===== src/rtl/port_pin_defines.vh =====
// constants for the port pin configuration and over-current block
`ifndef PORT_PIN_DEFINES_VH
`define PORT_PIN_DEFINES_VH

// ************************************************************
// register offsets
// ************************************************************
`define ADDR_W 10
`define OFS_OVERCURRENT_DETECT_ENABLE 10'h2_F8
`define OFS_OVERCURRENT_IRQ_ENABLE 10'h2_F9
`define OFS_OVERCURRENT_FLAG 10'h2_FA
`define OFS_DIGITAL_INPUT_ENABLE 10'h2_FC
`define OFS_PORT_REDUCED_DRIVE 10'h2_FD
`define OFS_WIRED_OR_MODE 10'h2_FE

// ************************************************************
// reset values
// ************************************************************
`define RST_DIGITAL_INPUT_ENABLE 8'h00
`define RST_PORT_REDUCED_DRIVE 8'h00
`define RST_WIRED_OR_MODE 8'h00
`define RST_OVERCURRENT_DETECT_ENABLE 8'h00
`define RST_OVERCURRENT_IRQ_ENABLE 8'h00
`define RST_OVERCURRENT_FLAG 8'h00
`define RESERVED_READ_VALUE 8'h00

// ************************************************************
// over-current field positions
// ************************************************************
`define BIT_SUPPLY 7
`define BIT_HS_PIN5 5
`define BIT_HS_PIN3 3
`define BIT_HS_PIN1 1
`define OC_FIELD_MASK 8'hA_A

`endif


===== src/rtl/level_sync3.v =====
// three-stage synchroniser with agreement filter for one level input
`timescale 1ns/10ps
`default_nettype none
module level_sync3
#(
  parameter RESET_LEVEL = 1'b0
)
(
  input wire clk_in,
  input wire rstn_in,
  input wire async_in,
  output reg level_out
);

  reg stage1_reg;
  reg stage2_reg;
  reg stage3_reg;

  // stage1 feeds stage2 only; change counts once stage2 and stage3 agree
  always @(posedge clk_in or negedge rstn_in)
  begin
    if (!rstn_in)
    begin
      stage1_reg <= RESET_LEVEL;
      stage2_reg <= RESET_LEVEL;
      stage3_reg <= RESET_LEVEL;
      level_out <= RESET_LEVEL;
    end
    else
    begin
      stage1_reg <= async_in;
      stage2_reg <= stage1_reg;
      stage3_reg <= stage2_reg;
      if (stage2_reg == stage3_reg)
      begin
        level_out <= stage3_reg;
      end
    end
  end

endmodule
`default_nettype wire


===== src/rtl/port_pin_config_overcurrent.v =====
// port pin configuration registers and supply and high-side over-current flags
//
// Our own choice: the plain strobed port.
`timescale 1ns/10ps
`default_nettype none
`include "port_pin_defines.vh"
module port_pin_config_overcurrent
#(
  parameter PIN_COUNT = 8
)
(
  input wire CLK_IN,
  input wire RSTN_IN,
  input wire [`ADDR_W-1:0] ADDR_IN,
  input wire [7:0] WDATA_IN,
  input wire WR_IN,
  input wire RD_IN,
  output reg [7:0] RDATA_OUT,
  input wire [PIN_COUNT-1:0] PERIPH_DIGITAL_USE_IN,
  input wire [PIN_COUNT-1:0] PIN_IS_OUTPUT_IN,
  input wire [PIN_COUNT-1:0] PIN_DATA_IN,
  output reg [PIN_COUNT-1:0] INPUT_BUFFER_EN_OUT,
  output reg [PIN_COUNT-1:0] REDUCED_DRIVE_OUT,
  output reg [PIN_COUNT-1:0] HIGH_DRIVE_OFF_OUT,
  output reg [PIN_COUNT-1:0] PAD_O_OUT,
  output reg [PIN_COUNT-1:0] PAD_OE_OUT,
  input wire SUPPLY_OVERCURRENT_IN,
  input wire HS_PIN5_OVERCURRENT_IN,
  input wire HS_PIN3_OVERCURRENT_IN,
  input wire HS_PIN1_OVERCURRENT_IN,
  output reg SUPPLY_DETECT_EN_OUT,
  output reg HS_PIN5_DETECT_EN_OUT,
  output reg HS_PIN3_DETECT_EN_OUT,
  output reg HS_PIN1_DETECT_EN_OUT,
  output reg IRQ_OUT
);

  // ************************************************************
  // registers and next values
  // ************************************************************
  reg [PIN_COUNT-1:0] input_buffer_enable_bits_reg;
  reg [PIN_COUNT-1:0] input_buffer_enable_bits_next;
  reg [PIN_COUNT-1:0] reduced_drive_bits_reg;
  reg [PIN_COUNT-1:0] reduced_drive_bits_next;
  reg [PIN_COUNT-1:0] open_drain_select_bits_reg;
  reg [PIN_COUNT-1:0] open_drain_select_bits_next;
  reg [7:0] overcurrent_detect_enable_reg;
  reg [7:0] overcurrent_detect_enable_next;
  reg [7:0] overcurrent_irq_enable_reg;
  reg [7:0] overcurrent_irq_enable_next;
  reg [7:0] overcurrent_flag_reg;
  reg [7:0] overcurrent_flag_next;
  reg [7:0] rdata_next;
  reg [7:0] read_mux;
  reg [PIN_COUNT-1:0] input_buffer_en_next;
  reg [PIN_COUNT-1:0] reduced_drive_out_next;
  reg [PIN_COUNT-1:0] high_drive_off_next;
  reg [PIN_COUNT-1:0] pad_o_next;
  reg [PIN_COUNT-1:0] pad_oe_next;
  reg [3:0] detect_en_next;
  reg irq_next;

  wire sel_detect_enable;
  wire sel_irq_enable;
  wire sel_flag;
  wire sel_input_enable;
  wire sel_reduced_drive;
  wire sel_open_drain;
  wire supply_oc_level;
  wire hs_pin5_oc_level;
  wire hs_pin3_oc_level;
  wire hs_pin1_oc_level;
  wire [7:0] oc_event;
  wire supply_oc_event;
  wire hs_pin5_oc_event;
  wire hs_pin3_oc_event;
  wire hs_pin1_oc_event;

  // ************************************************************
  // address decode
  // ************************************************************
  assign sel_detect_enable = (ADDR_IN == `OFS_OVERCURRENT_DETECT_ENABLE);
  assign sel_irq_enable = (ADDR_IN == `OFS_OVERCURRENT_IRQ_ENABLE);
  assign sel_flag = (ADDR_IN == `OFS_OVERCURRENT_FLAG);
  assign sel_input_enable = (ADDR_IN == `OFS_DIGITAL_INPUT_ENABLE);
  assign sel_reduced_drive = (ADDR_IN == `OFS_PORT_REDUCED_DRIVE);
  assign sel_open_drain = (ADDR_IN == `OFS_WIRED_OR_MODE);

  // ************************************************************
  // detector input synchronisers
  // ************************************************************
  level_sync3 #(.RESET_LEVEL(1'b0)) sync_supply
  (
    .clk_in(CLK_IN),
    .rstn_in(RSTN_IN),
    .async_in(SUPPLY_OVERCURRENT_IN),
    .level_out(supply_oc_level)
  );

  level_sync3 #(.RESET_LEVEL(1'b0)) sync_hs_pin5
  (
    .clk_in(CLK_IN),
    .rstn_in(RSTN_IN),
    .async_in(HS_PIN5_OVERCURRENT_IN),
    .level_out(hs_pin5_oc_level)
  );

  level_sync3 #(.RESET_LEVEL(1'b0)) sync_hs_pin3
  (
    .clk_in(CLK_IN),
    .rstn_in(RSTN_IN),
    .async_in(HS_PIN3_OVERCURRENT_IN),
    .level_out(hs_pin3_oc_level)
  );

  level_sync3 #(.RESET_LEVEL(1'b0)) sync_hs_pin1
  (
    .clk_in(CLK_IN),
    .rstn_in(RSTN_IN),
    .async_in(HS_PIN1_OVERCURRENT_IN),
    .level_out(hs_pin1_oc_level)
  );

  // a report only counts while its detector is switched on
  assign supply_oc_event = supply_oc_level & overcurrent_detect_enable_reg[`BIT_SUPPLY];
  assign hs_pin5_oc_event = hs_pin5_oc_level & overcurrent_detect_enable_reg[`BIT_HS_PIN5];
  assign hs_pin3_oc_event = hs_pin3_oc_level & overcurrent_detect_enable_reg[`BIT_HS_PIN3];
  assign hs_pin1_oc_event = hs_pin1_oc_level & overcurrent_detect_enable_reg[`BIT_HS_PIN1];
  assign oc_event = {supply_oc_event, 1'b0, hs_pin5_oc_event, 1'b0, hs_pin3_oc_event, 1'b0,
    hs_pin1_oc_event, 1'b0};

  // ************************************************************
  // register write logic
  // ************************************************************
  always @*
  begin
    input_buffer_enable_bits_next = input_buffer_enable_bits_reg;
    reduced_drive_bits_next = reduced_drive_bits_reg;
    open_drain_select_bits_next = open_drain_select_bits_reg;
    overcurrent_detect_enable_next = overcurrent_detect_enable_reg;
    overcurrent_irq_enable_next = overcurrent_irq_enable_reg;
    overcurrent_flag_next = overcurrent_flag_reg;
    if (WR_IN)
    begin
      if (sel_input_enable)
      begin
        input_buffer_enable_bits_next = WDATA_IN[PIN_COUNT-1:0];
      end
      if (sel_reduced_drive)
      begin
        reduced_drive_bits_next = WDATA_IN[PIN_COUNT-1:0];
      end
      if (sel_open_drain)
      begin
        open_drain_select_bits_next = WDATA_IN[PIN_COUNT-1:0];
      end
      if (sel_detect_enable)
      begin
        overcurrent_detect_enable_next = WDATA_IN & `OC_FIELD_MASK;
      end
      if (sel_irq_enable)
      begin
        overcurrent_irq_enable_next = WDATA_IN & `OC_FIELD_MASK;
      end
      if (sel_flag)
      begin
        overcurrent_flag_next = overcurrent_flag_reg & ~WDATA_IN;
      end
    end
    // a detector report wins over a clear in the same cycle
    overcurrent_flag_next = (overcurrent_flag_next | oc_event) & `OC_FIELD_MASK;
  end

  // ************************************************************
  // read mux
  // ************************************************************
  always @*
  begin
    read_mux = `RESERVED_READ_VALUE;
    if (sel_input_enable)
    begin
      read_mux = input_buffer_enable_bits_reg;
    end
    else if (sel_reduced_drive)
    begin
      read_mux = reduced_drive_bits_reg;
    end
    else if (sel_open_drain)
    begin
      read_mux = open_drain_select_bits_reg;
    end
    else if (sel_detect_enable)
    begin
      read_mux = overcurrent_detect_enable_reg;
    end
    else if (sel_irq_enable)
    begin
      read_mux = overcurrent_irq_enable_reg;
    end
    else if (sel_flag)
    begin
      read_mux = overcurrent_flag_reg;
    end
    rdata_next = RD_IN ? read_mux : 8'h0_0;
  end

  // ************************************************************
  // state registers
  // ************************************************************
  always @(posedge CLK_IN or negedge RSTN_IN)
  begin
    if (!RSTN_IN)
    begin
      input_buffer_enable_bits_reg <= `RST_DIGITAL_INPUT_ENABLE;
      reduced_drive_bits_reg <= `RST_PORT_REDUCED_DRIVE;
      open_drain_select_bits_reg <= `RST_WIRED_OR_MODE;
      overcurrent_detect_enable_reg <= `RST_OVERCURRENT_DETECT_ENABLE;
      overcurrent_irq_enable_reg <= `RST_OVERCURRENT_IRQ_ENABLE;
      overcurrent_flag_reg <= `RST_OVERCURRENT_FLAG;
      RDATA_OUT <= 8'h0_0;
    end
    else
    begin
      input_buffer_enable_bits_reg <= input_buffer_enable_bits_next;
      reduced_drive_bits_reg <= reduced_drive_bits_next;
      open_drain_select_bits_reg <= open_drain_select_bits_next;
      overcurrent_detect_enable_reg <= overcurrent_detect_enable_next;
      overcurrent_irq_enable_reg <= overcurrent_irq_enable_next;
      overcurrent_flag_reg <= overcurrent_flag_next;
      RDATA_OUT <= rdata_next;
    end
  end

  // ************************************************************
  // pin control next values
  // ************************************************************
  always @*
  begin
    input_buffer_en_next = input_buffer_enable_bits_reg | PERIPH_DIGITAL_USE_IN;
    reduced_drive_out_next = reduced_drive_bits_reg & PIN_IS_OUTPUT_IN;
    high_drive_off_next = open_drain_select_bits_reg & PIN_IS_OUTPUT_IN;
    pad_o_next = PIN_DATA_IN;
    // open-drain pins drive only while pulling low
    pad_oe_next = PIN_IS_OUTPUT_IN & (~open_drain_select_bits_reg | ~PIN_DATA_IN);
  end

  // ************************************************************
  // pin control outputs
  // ************************************************************
  always @(posedge CLK_IN or negedge RSTN_IN)
  begin
    if (!RSTN_IN)
    begin
      INPUT_BUFFER_EN_OUT <= {PIN_COUNT{1'b0}};
      REDUCED_DRIVE_OUT <= {PIN_COUNT{1'b0}};
      HIGH_DRIVE_OFF_OUT <= {PIN_COUNT{1'b0}};
      PAD_O_OUT <= {PIN_COUNT{1'b0}};
      PAD_OE_OUT <= {PIN_COUNT{1'b0}};
    end
    else
    begin
      INPUT_BUFFER_EN_OUT <= input_buffer_en_next;
      REDUCED_DRIVE_OUT <= reduced_drive_out_next;
      HIGH_DRIVE_OFF_OUT <= high_drive_off_next;
      PAD_O_OUT <= pad_o_next;
      PAD_OE_OUT <= pad_oe_next;
    end
  end

  // ************************************************************
  // detector enable and interrupt next values
  // ************************************************************
  always @*
  begin
    detect_en_next[3] = overcurrent_detect_enable_next[`BIT_SUPPLY];
    detect_en_next[2] = overcurrent_detect_enable_next[`BIT_HS_PIN5];
    detect_en_next[1] = overcurrent_detect_enable_next[`BIT_HS_PIN3];
    detect_en_next[0] = overcurrent_detect_enable_next[`BIT_HS_PIN1];
    // request stands while any unmasked flag is set
    irq_next = |(overcurrent_flag_next & overcurrent_irq_enable_next);
  end

  // ************************************************************
  // detector enables and interrupt
  // ************************************************************
  always @(posedge CLK_IN or negedge RSTN_IN)
  begin
    if (!RSTN_IN)
    begin
      SUPPLY_DETECT_EN_OUT <= 1'b0;
      HS_PIN5_DETECT_EN_OUT <= 1'b0;
      HS_PIN3_DETECT_EN_OUT <= 1'b0;
      HS_PIN1_DETECT_EN_OUT <= 1'b0;
      IRQ_OUT <= 1'b0;
    end
    else
    begin
      SUPPLY_DETECT_EN_OUT <= detect_en_next[3];
      HS_PIN5_DETECT_EN_OUT <= detect_en_next[2];
      HS_PIN3_DETECT_EN_OUT <= detect_en_next[1];
      HS_PIN1_DETECT_EN_OUT <= detect_en_next[0];
      IRQ_OUT <= irq_next;
    end
  end

endmodule
`default_nettype wire


===== config.mk =====
export PLATFORM = sky130hd
export DESIGN_NAME = port_pin_config_overcurrent
export DESIGN_NICKNAME = d
export VERILOG_FILES = /design/src/rtl/level_sync3.v /design/src/rtl/port_pin_config_overcurrent.v
export VERILOG_INCLUDE_DIRS = /design/src /design/src/rtl
export SDC_FILE = /design/constraint.sdc
export NUM_CORES = 1
export LEC_CHECK = 0
export ABC_AREA = 1
export CAP_MARGIN = 30
export CORE_MARGIN = 2
export CORE_UTILIZATION = 60
export CTS_BUF_LIST = sky130_fd_sc_hd__clkbuf_2 sky130_fd_sc_hd__clkbuf_4 sky130_fd_sc_hd__clkbuf_8
export DETAILED_ROUTE_END_ITERATION = 7
export DONT_BUFFER_PORTS = 1
export HOLD_SLACK_MARGIN = 0.08
export PLACE_DENSITY = 0.76
export SYNTH_ARGS = -nofsm -noshare
export SYNTH_HDL_FRONTEND = slang
export SYNTH_SLANG_ARGS = --single-unit

===== constraint.sdc =====
create_clock -name CLK_IN -period 1.7 [get_ports CLK_IN]
set_clock_uncertainty 0.1 [all_clocks]
set_input_delay 0.085 -clock CLK_IN [delete_from_list [all_inputs] [get_ports CLK_IN]]
set_output_delay 0.085 -clock CLK_IN [all_outputs]
set_load 0.005 [all_outputs]

# Word-level counts from Yosys, hierarchy flattened
# Cells that the tools add are included.
# W data, S select, Z words.
dict set report word_totals {
  elab_cells 75
  out_inout_bits 53
  ff_bits 109
  input_bits 50
}
dict set report classes {
  muxes 13
  n_reduce_logical 4
  eq_ne 10
  bitwise_logic 15
}
# cell count
set ops {}
lappend ops {{$mux W8} 13}
lappend ops {{$eq A10 B10 Y1 const B} 6}
lappend ops {{$and A8 B8 Y8} 5}
lappend ops {{$not A8 Y8} 3}
lappend ops {{$or A8 B8 Y8} 3}
lappend ops {{$reduce_or A8 Y1} 1}
lappend ops {{$reduce_and A2 Y1} 3}
lappend ops {{$and A1 B1 Y1} 4}
lappend ops {{$eq A1 B1 Y1} 4}

# Depth between registers and ports, before layout
# Gate-level depths: netlist (run 1).
dict set report depth {
  word_depth 8
  ltp_mapped 12
  mapped_depth_nobuf 12
}

# By module
# A second synthesis (run 1) with hierarchy kept.
dict set report hier_totals {
  cells_unflattened 382
  area_unflattened_um2 4043.9
}
# mod seq_area_each_um2 instances cells_each area_per_inst_um2
set modules_own_cells {}
lappend modules_own_cells {port_pin_config_overcurrent 2127.0 1 350 3578.4}
lappend modules_own_cells {level_sync3 100.1 4 8 116.4}

# Worst setup path after synthesis (run 1)
# OpenSTA, ideal clock, no wires.
dict set report synth_path {
  kind {input-to-reg}
  start {input port ADDR_IN[8]}
  end {register RDATA_OUT[1]}
  setup_slack_ns 0.489
  path_stages 10
  required_ns 1.487
  arrival_ns 0.998
  n_path_buf 0
  setup_time_ns 0.113
  cell_sequence {inv_1 nand2_1 nor2_4 nand3_1 o21ai_0 inv_1 nand2_1 nand3_1 nand2_1 inv_1}
}
dict set report synth_via {
  elab_chain_cells 8
  elab_cells_between_ends 13
  cone_classes {6 x eq/ne; 7 x mux}
}
# element line_no
set synth_lines {}
lappend synth_lines {{start: declaration} port_pin_config_overcurrent.v:14} ;# input wire [`ADDR_W-1:0] ADDR_IN,
lappend synth_lines {{$eq A10 B10 Y1 (no source line)} n/a}
lappend synth_lines {{$mux W8} port_pin_config_overcurrent.v:200} ;# else if (sel_flag)
lappend synth_lines {{$mux W8} port_pin_config_overcurrent.v:196} ;# else if (sel_irq_enable)
lappend synth_lines {{$mux W8} port_pin_config_overcurrent.v:192} ;# else if (sel_detect_enable)
lappend synth_lines {{$mux W8} port_pin_config_overcurrent.v:188} ;# else if (sel_open_drain)
lappend synth_lines {{$mux W8} port_pin_config_overcurrent.v:184} ;# else if (sel_reduced_drive)
lappend synth_lines {{$mux W8 (*)} port_pin_config_overcurrent.v:180} ;# if (sel_input_enable)
lappend synth_lines {{$mux W8 (*)} port_pin_config_overcurrent.v:204} ;# rdata_next = RD_IN ? read_mux : 8'h0_0;
lappend synth_lines {{named net rdata_next[1]} port_pin_config_overcurrent.v:53} ;# reg [7:0] rdata_next;
lappend synth_lines {{end signal: assignment} port_pin_config_overcurrent.v:230} ;# RDATA_OUT <= rdata_next;
lappend synth_lines {{end: declaration} port_pin_config_overcurrent.v:18} ;# output reg [7:0] RDATA_OUT,
# The timed path passes the listed nets; every way through them passes the cells marked *.
# A chain may end at the register's enable or synchronous reset.

# Final worst setup path (run 1)
dict set report layout_path {
  start {input port WR_IN}
  end {register overcurrent_detect_enable_reg[5]}
}
dict set report layout_via {
  elab_chain_cells 1
}
# element line_no
set layout_lines {}
lappend layout_lines {{start: declaration} port_pin_config_overcurrent.v:16} ;# input wire WR_IN,
lappend layout_lines {{$mux W8} port_pin_config_overcurrent.v:143} ;# if (WR_IN)
lappend layout_lines {{end signal: assignment} port_pin_config_overcurrent.v:217} ;# overcurrent_detect_enable_reg <= `RST_OVERCURRENT_DETECT_ENABLE;
lappend layout_lines {{end signal: assignment} port_pin_config_overcurrent.v:227} ;# overcurrent_detect_enable_reg <= overcurrent_detect_enable_next;
lappend layout_lines {{end: declaration} port_pin_config_overcurrent.v:47} ;# reg [7:0] overcurrent_detect_enable_reg;
# Every way passes these cells.

==> results of run 1 <==
==> placed cells by master, fill, tap and decap left out <==
cell type,count
nand2_4,4
clkinv_4,1
nand2_2,1
inv_1,51
clkinvlp_4,1
nor3_1,1
dfrtp_1,101
nand2_1,107
nor2_1,3
o21ai_1,8
bufinv_16,2
clkbuf_8,9
inv_6,2
nor2_2,2
maj3_1,4
inv_2,2
nand4_1,1
or2_2,8
inv_8,1
a21oi_1,5
buf_4,1
nor4_2,2
o21ai_0,38
o2111ai_1,2
dlygate4sd3_1,47
nor2_4,4
nand3_1,18
a21boi_0,8
==> routing by layer <==
layer	up-vias	GRT usage, %	part of all wire [%]
li1	1289	-	-
met2	123	38.96	48
met1	1280	32.09	42
met5	-	0	0
met3	13	5.113	8.3
met4	0	10.70	1.6
==> per-stage QoR <==
step	total power, mW	setup slack (ns)	instance area, um^2	util (%)
3_5_place_dp	2.653	0.2239	3901	62.15
4_1_cts	4.416	0.2314	4601	73.29
5_1_grt	4.545	0.1086	4601	73.29
3_3_place_gp	2.647	0.2844	3901	62.15
2_1_floorplan	2.632	0.4892	3856	-
6_report	4.390	0.2085	4601	73.29
==> power breakdown <==
group          internal, mW  total, mW  switching (mW)
Clock                 0.851       1.69           0.838
Sequential             2.47       2.51          0.0402
Combinational         0.103      0.190          0.0872
Total                  3.42       4.39           0.965
==> worst max-delay path by stage <==
stage,from,endpoint,slack [ns],depth (start not counted)
final,WR_IN,overcurrent_detect_enable_reg[5]$_DFFE_PN0P_,0.21,3
after global routing,ADDR_IN[0],IRQ_OUT$_DFF_PN0_,0.11,11
after CTS,WR_IN,IRQ_OUT$_DFF_PN0_,0.23,8
after detailed placement,ADDR_IN[5],open_drain_select_bits_reg[0]$_DFFE_PN0P_,0.22,8
after global placement,ADDR_IN[5],RDATA_OUT[3]$_DFF_PN0_,0.28,10
after floorplan,ADDR_IN[8],RDATA_OUT[1]$_DFF_PN0_,0.49,10
==> cells by family (layout without fill, tap and decap cells) <==
kind of cell	Yosys count	after routing
simple gates	151	151
flops	101	101
compound gates	61	61
buf+inv	58	117
fa+ha+maj	4	4
==> layout make-up <==
cell class	count	area, um^2	area share, %
tap	77	96.34	2.094
clock buffer	9	123.9	2.692
timing repair buffer	48	478.0	10.39
clock inverter	7	105.1	2.284
multi-input combinational	216	1071	23.28
sequential	101	2527	54.94
inverter	53	198.9	4.324
==> critical path, stage by stage <==
cell           delay, ns
dlygate4sd3_1       0.92
nand4_1             0.40
o21ai_0             0.26
==> repair_timing <==
| action | 4_1_cts | 5_1_grt |
|---|---|---|
| endpoints found under the setup margin | 0 | 0 |
| setup buffers | 0 | 0 |
| hold endpoints to repair | 190 | 101 |
==> impl_metrics.env, run 1 <==
export IMPL_rows=29
export IMPL_fin_tns_setup_ns=0
export IMPL_yosysWarnings=0
export IMPL_io_pins=103
export IMPL_synthesis_area_um2=3856
export IMPL_synth_top_family_by_area="simple AND/OR/NAND/NOR gates"
export IMPL_synth_simple_area_share_pct=18.11
export IMPL_drt_iter0_drc=190
export IMPL_max_slew_margin_pct=59.65
export IMPL_cts_sinks=101
export IMPL_gp_congestion=0.8645
export IMPL_clk_latency_ns=0.38
export IMPL_area_growth_pct=19.31
export IMPL_post_cts_resized=0
export IMPL_fmax_mhz=670.5
export IMPL_vias_per_cell=5.294
export IMPL_path_class="in -> reg"
export IMPL_fillCellCount=454
export IMPL_arrival_ns=1.67
export IMPL_ys_ff_latch=101
export IMPL_finalHoldViolCount=101
export IMPL_numCtsBuffers=9
export IMPL_synth_cell_type_count=22
export IMPL_synth_xor_area_share_pct=0
export IMPL_layout_nets=479
export IMPL_synth_edf_count=0
export IMPL_initial_utilization_pct=61.43
export IMPL_ff2ff_setup_slack_ns=0.32
export IMPL_leakage_nw=2.346
export IMPL_via_count=2705
export IMPL_p_per_area_nw_per_um2=954.1
export IMPL_antenna_left=0
export IMPL_final_instance_count_excl_fill=511
export IMPL_peakVddDrop_v=0.0007024
export IMPL_clk_pin_slew_ns=0.10
export IMPL_startpoint_type="primary input"
export IMPL_grt_pass1_wl_um=13320
export IMPL_dr_pass1_iters=4
export IMPL_htree_levels=3
export IMPL_cap_violations=0
export IMPL_routed_wl_um=7808
export IMPL_grt_usage_pct=24.20
export IMPL_drt_wirelength_per_cell_um=15.28
export IMPL_endpoint_kind="flip-flop"
export IMPL_final_max_slew_viol_count=0
export IMPL_grt_max_degree=102
export IMPL_netlist_instances=375
export IMPL_status="finished with violations"
export IMPL_ys_seq_area_share_pct=65.54
export IMPL_antenna_found_initial=0
export IMPL_period_share_pct=87.73
export IMPL_hpwlAfterDp_um=5142
export IMPL_dp_cells=448
export IMPL_hold_path_class="in -> async"
export IMPL_reg2reg_to="RDATA_OUT[0]$_DFF_PN0_"
export IMPL_synth_net_count=425
export IMPL_chipHeight_um=84.17
export IMPL_synth_top_area_cell="dfrtp_1"
export IMPL_synth_commonest_cells="107 x nand2_1, 101 x dfrtp_1, 51 x inv_1, 38 x o21ai_0, 18 x nand3_1"
export IMPL_synthMuxAreaShare_pct=0
export IMPL_violations="negative hold slack"
export IMPL_grt_remaining_overflow=0
export IMPL_synth_compound_area_share_pct=8.631
export IMPL_hold_ws_ns=-0.7097
export IMPL_core_um2=6277
export IMPL_drc=0
export IMPL_worstPathMaxFanout=9
export IMPL_synth_adder_area_share_pct=1.038
export IMPL_io_buffers=0
export IMPL_setup_viol_count_final=0
export IMPL_clockBufferDepth=2
export IMPL_synthTopCellsByArea="dfrtp_1 66%, nand2_1 10%, inv_1 5.0%"
export IMPL_required_ns=1.88
export IMPL_reg2reg_depth=5
export IMPL_grt_pass1_vias=2732
export IMPL_die_w_um=84.17
export IMPL_diodes=0
export IMPL_clock_root_buffer="clkbuf_8"
export IMPL_worst_pin_slew_ns=0.6032
export IMPL_drive_above_1_share_pct=9.217
export IMPL_rsz0062_at_grt="false"
export IMPL_synth_top_area_share_pct=65.54
export IMPL_cts_hold_buf=47
export IMPL_yosysMostFrequentCell="nand2_1"
export IMPL_postSynthAreaPerCell_um2=10.28
export IMPL_tritoncts="yes"
export IMPL_period_needed_ns=1.491
export IMPL_reg2reg_from="input_buffer_enable_bits_reg[0]$_DFFE_PN0P_"
export IMPL_synthArstFlopShare_pct=100.0
export IMPL_design_die_area_um2=7085
export IMPL_ys_flop_type="dfrtp_1"
Power figures use the tool's default switching activity.
==> inputs of run 2 (changes only) <==
--- a/config.mk
+++ b/config.mk
@@ -8,7 +8,7 @@
 export LEC_CHECK = 0
 export ABC_AREA = 1
 export CAP_MARGIN = 30
-export CORE_MARGIN = 2
+export CORE_MARGIN = 1.5
 export CORE_UTILIZATION = 60
 export CTS_BUF_LIST = sky130_fd_sc_hd__clkbuf_2 sky130_fd_sc_hd__clkbuf_4 sky130_fd_sc_hd__clkbuf_8
 export DETAILED_ROUTE_END_ITERATION = 7
==> run 2 against run 1 <==
  * The flow still finishes with violations (negative hold slack)
  * Routed wire length is 1.1% higher
  * Clock power about the same
  * Clock-buffer cell count increased by 2
  * Sequential cell count stayed put
  * Non-clock buffer count up 6
  * Worst setup slack lost 0.091 ns
  * Cell count grew 1.2%
==> impl_metrics.env, run 2 (synthesis results as in run 1) <==
export IMPL_required_ns=1.85
export IMPL_gr_usage_met1_pct=32.39
export IMPL_hold_ws_ns=-0.6888
export IMPL_layout_common_cells="107 x nand2_1, 101 x dfrtp_1, 52 x dlygate4sd3_1"
export IMPL_via_count=2771
export IMPL_path_class="in -> reg"
export IMPL_status="finished with violations"
export IMPL_worst_slack_ns=0.1178
export IMPL_antenna_left=0
export IMPL_vias_per_cell=5.360
export IMPL_htree_levels=3
export IMPL_numCtsBuffers=9
export IMPL_peakVddDrop_v=0.0007101
export IMPL_ff2ff_setup_slack_ns=0.27
export IMPL_fillCellCount=443
export IMPL_drive_above_1_share_pct=9.091
export IMPL_max_slew_margin_pct=68.98
export IMPL_final_common_cell="nand2_1"
export IMPL_routed_wl_um=7893
export IMPL_clockBufferDepth=2
export IMPL_crit_chain="dlygate4sd3_1, nand2_1, dlygate4sd3_1, o21ai_0, nand2_1, nand2_1, nand2_1, inv_1, nand2_1"
export IMPL_grt_pass1_wl_um=12990
export IMPL_endpoint_kind="flip-flop"
export IMPL_antenna_found_initial=0
export IMPL_rsz0062_at_grt="false"
export IMPL_worstPathMaxFanout=2
export IMPL_setup_viol_count_final=0
export IMPL_startpoint_type="primary input"
export IMPL_period_needed_ns=1.582
export IMPL_slowest_stage="dlygate4sd3_1"
export IMPL_io_pins=103
export IMPL_fmax_mhz=632.0
export IMPL_use_met3_pct=6.660
export IMPL_grt_usage_pct=24.34
export IMPL_path_common_cell="nand2_1"
export IMPL_clock_root_buffer="clkbuf_8"
export IMPL_critPathBufInv=3
export IMPL_rows=29
export IMPL_grt_remaining_overflow=0
export IMPL_layout_nets=485
export IMPL_core_um2=6277
export IMPL_drt_iter0_drc=256
export IMPL_drt_wirelength_per_cell_um=15.27
export IMPL_diodes=0
export IMPL_dr_pass1_iters=4
export IMPL_clk_pin_slew_ns=0.09
export IMPL_leakage_nw=2.394
export IMPL_place_ws_ns=0.2013
export IMPL_area_growth_pct=21.03
export IMPL_finalHoldViolCount=101
export IMPL_die_w_um=83.17
export IMPL_grt_pass1_vias=2602
export IMPL_drc=0
export IMPL_tritoncts="yes"
export IMPL_clk_latency_ns=0.36
export IMPL_chipHeight_um=83.17
export IMPL_slowest_delay_ns=0.55
export IMPL_final_max_slew_viol_count=0
export IMPL_grt_max_degree=102
export IMPL_grt_use_met2_pct=39.32
export IMPL_worst_pin_slew_ns=0.4653
export IMPL_gp_congestion=0.8504
export IMPL_busiest_layer="met2"
export IMPL_violations="negative hold slack"
export IMPL_hpwlAfterDp_um=4984
export IMPL_cap_violations=0
export IMPL_design_die_area_um2=6917
export IMPL_period_share_pct=93.07
export IMPL_io_buffers=0
export IMPL_hold_path_class="in -> async"
export IMPL_arrival_ns=1.73
export IMPL_fin_tns_setup_ns=0
export IMPL_initial_utilization_pct=61.43
export IMPL_p_per_area_nw_per_um2=942.3
export IMPL_cts_sinks=101
export IMPL_totalPowerFinal_mw=4.398
export IMPL_crit_family="buffers and inverters"
run 2: cell types whose count changed in the layout (fill, tap and decap cells not counted):
cell / delta
dlygate4sd3_1: +5
inv_8: -1
clkbuf_4: +1
clkinvlp_4: -1
clkbuf_8: +1
inv_6: -1
dlymetal6s4s_1: +1
nor2_2: -1
clkinv_2: +1
nor2_4: +1
run 2: cell type report:
type / count / area, um^2 / area share, %
Clock buffer: 11 / 145.1 / 3.110
Clock inverter: 5 / 82.58 / 1.769
Inverter: 53 / 198.9 / 4.263
Multi-Input combinational cell: 216 / 1076 / 23.06
Sequential cell: 101 / 2527 / 54.16
Tap cell: 77 / 96.34 / 2.064
Timing Repair Buffer: 54 / 540.5 / 11.58
run 2: worst register-to-register path, stage by stage, from the launching register on:
cell	delay [ns]
dfrtp_1	0.42
nand2_1	0.09
nand3_1	0.08
nand2_1	0.06
dlygate4sd3_1	0.55
inv_1	0.04
run 2: routing by layer:
metal  routed length, um  up-vias
met5                   0        -
met4                 112        0
met3                 469       13
met2                3881      108
met1                3430     1347
li1                    -     1303
run 2: path summary, 6_finish.rpt:
check,end,cells past startpoint,startpoint
setup / recovery,IRQ_OUT$_DFF_PN0_,9,WDATA_IN[5]
hold / removal,PAD_O_OUT[5]$_DFF_PN0_,0,RSTN_IN
setup reg to reg,RDATA_OUT[0]$_DFF_PN0_,5,reduced_drive_bits_reg[0]$_DFFE_PN0P_
hold reg to reg,sync_hs_pin1.stage2_reg$_DFF_PN0_,0,sync_hs_pin1.stage1_reg$_DFF_PN0_
max in group asynchronous,overcurrent_irq_enable_reg[5]$_DFF_PN0_,0,RSTN_IN
min in group CLK_IN,RDATA_OUT[5]$_DFF_PN0_,7,ADDR_IN[1]
run 2: metrics by stage:
step	instances	hold WS, ns	util (%)	cell area [um^2]
finish	517	-0.6888	74.35	4667
detailed placement	448	-0.3080	62.15	3901
global route	517	-0.7156	74.35	4667
floorplan	375	-0.3106	-	3856
global placement	448	-0.3082	62.15	3901
CTS	517	-0.7012	74.23	4659
run 2: report_power, final:
group | switching [mW] | internal, mW | leakage [nW]
logic | 0.0882 | 0.108 | 0.980
clock network | 0.799 | 0.892 | 0.117
registers | 0.0405 | 2.47 | 1.30
total | 0.927 | 3.47 | 2.39
run 2: what timing repair did:
item	CTS	global route
gates resized for setup	0	2
setup endpoints to repair	0	13
hold buffers	53	1
buffers inserted	0	0
hold endpoints to repair	190	104
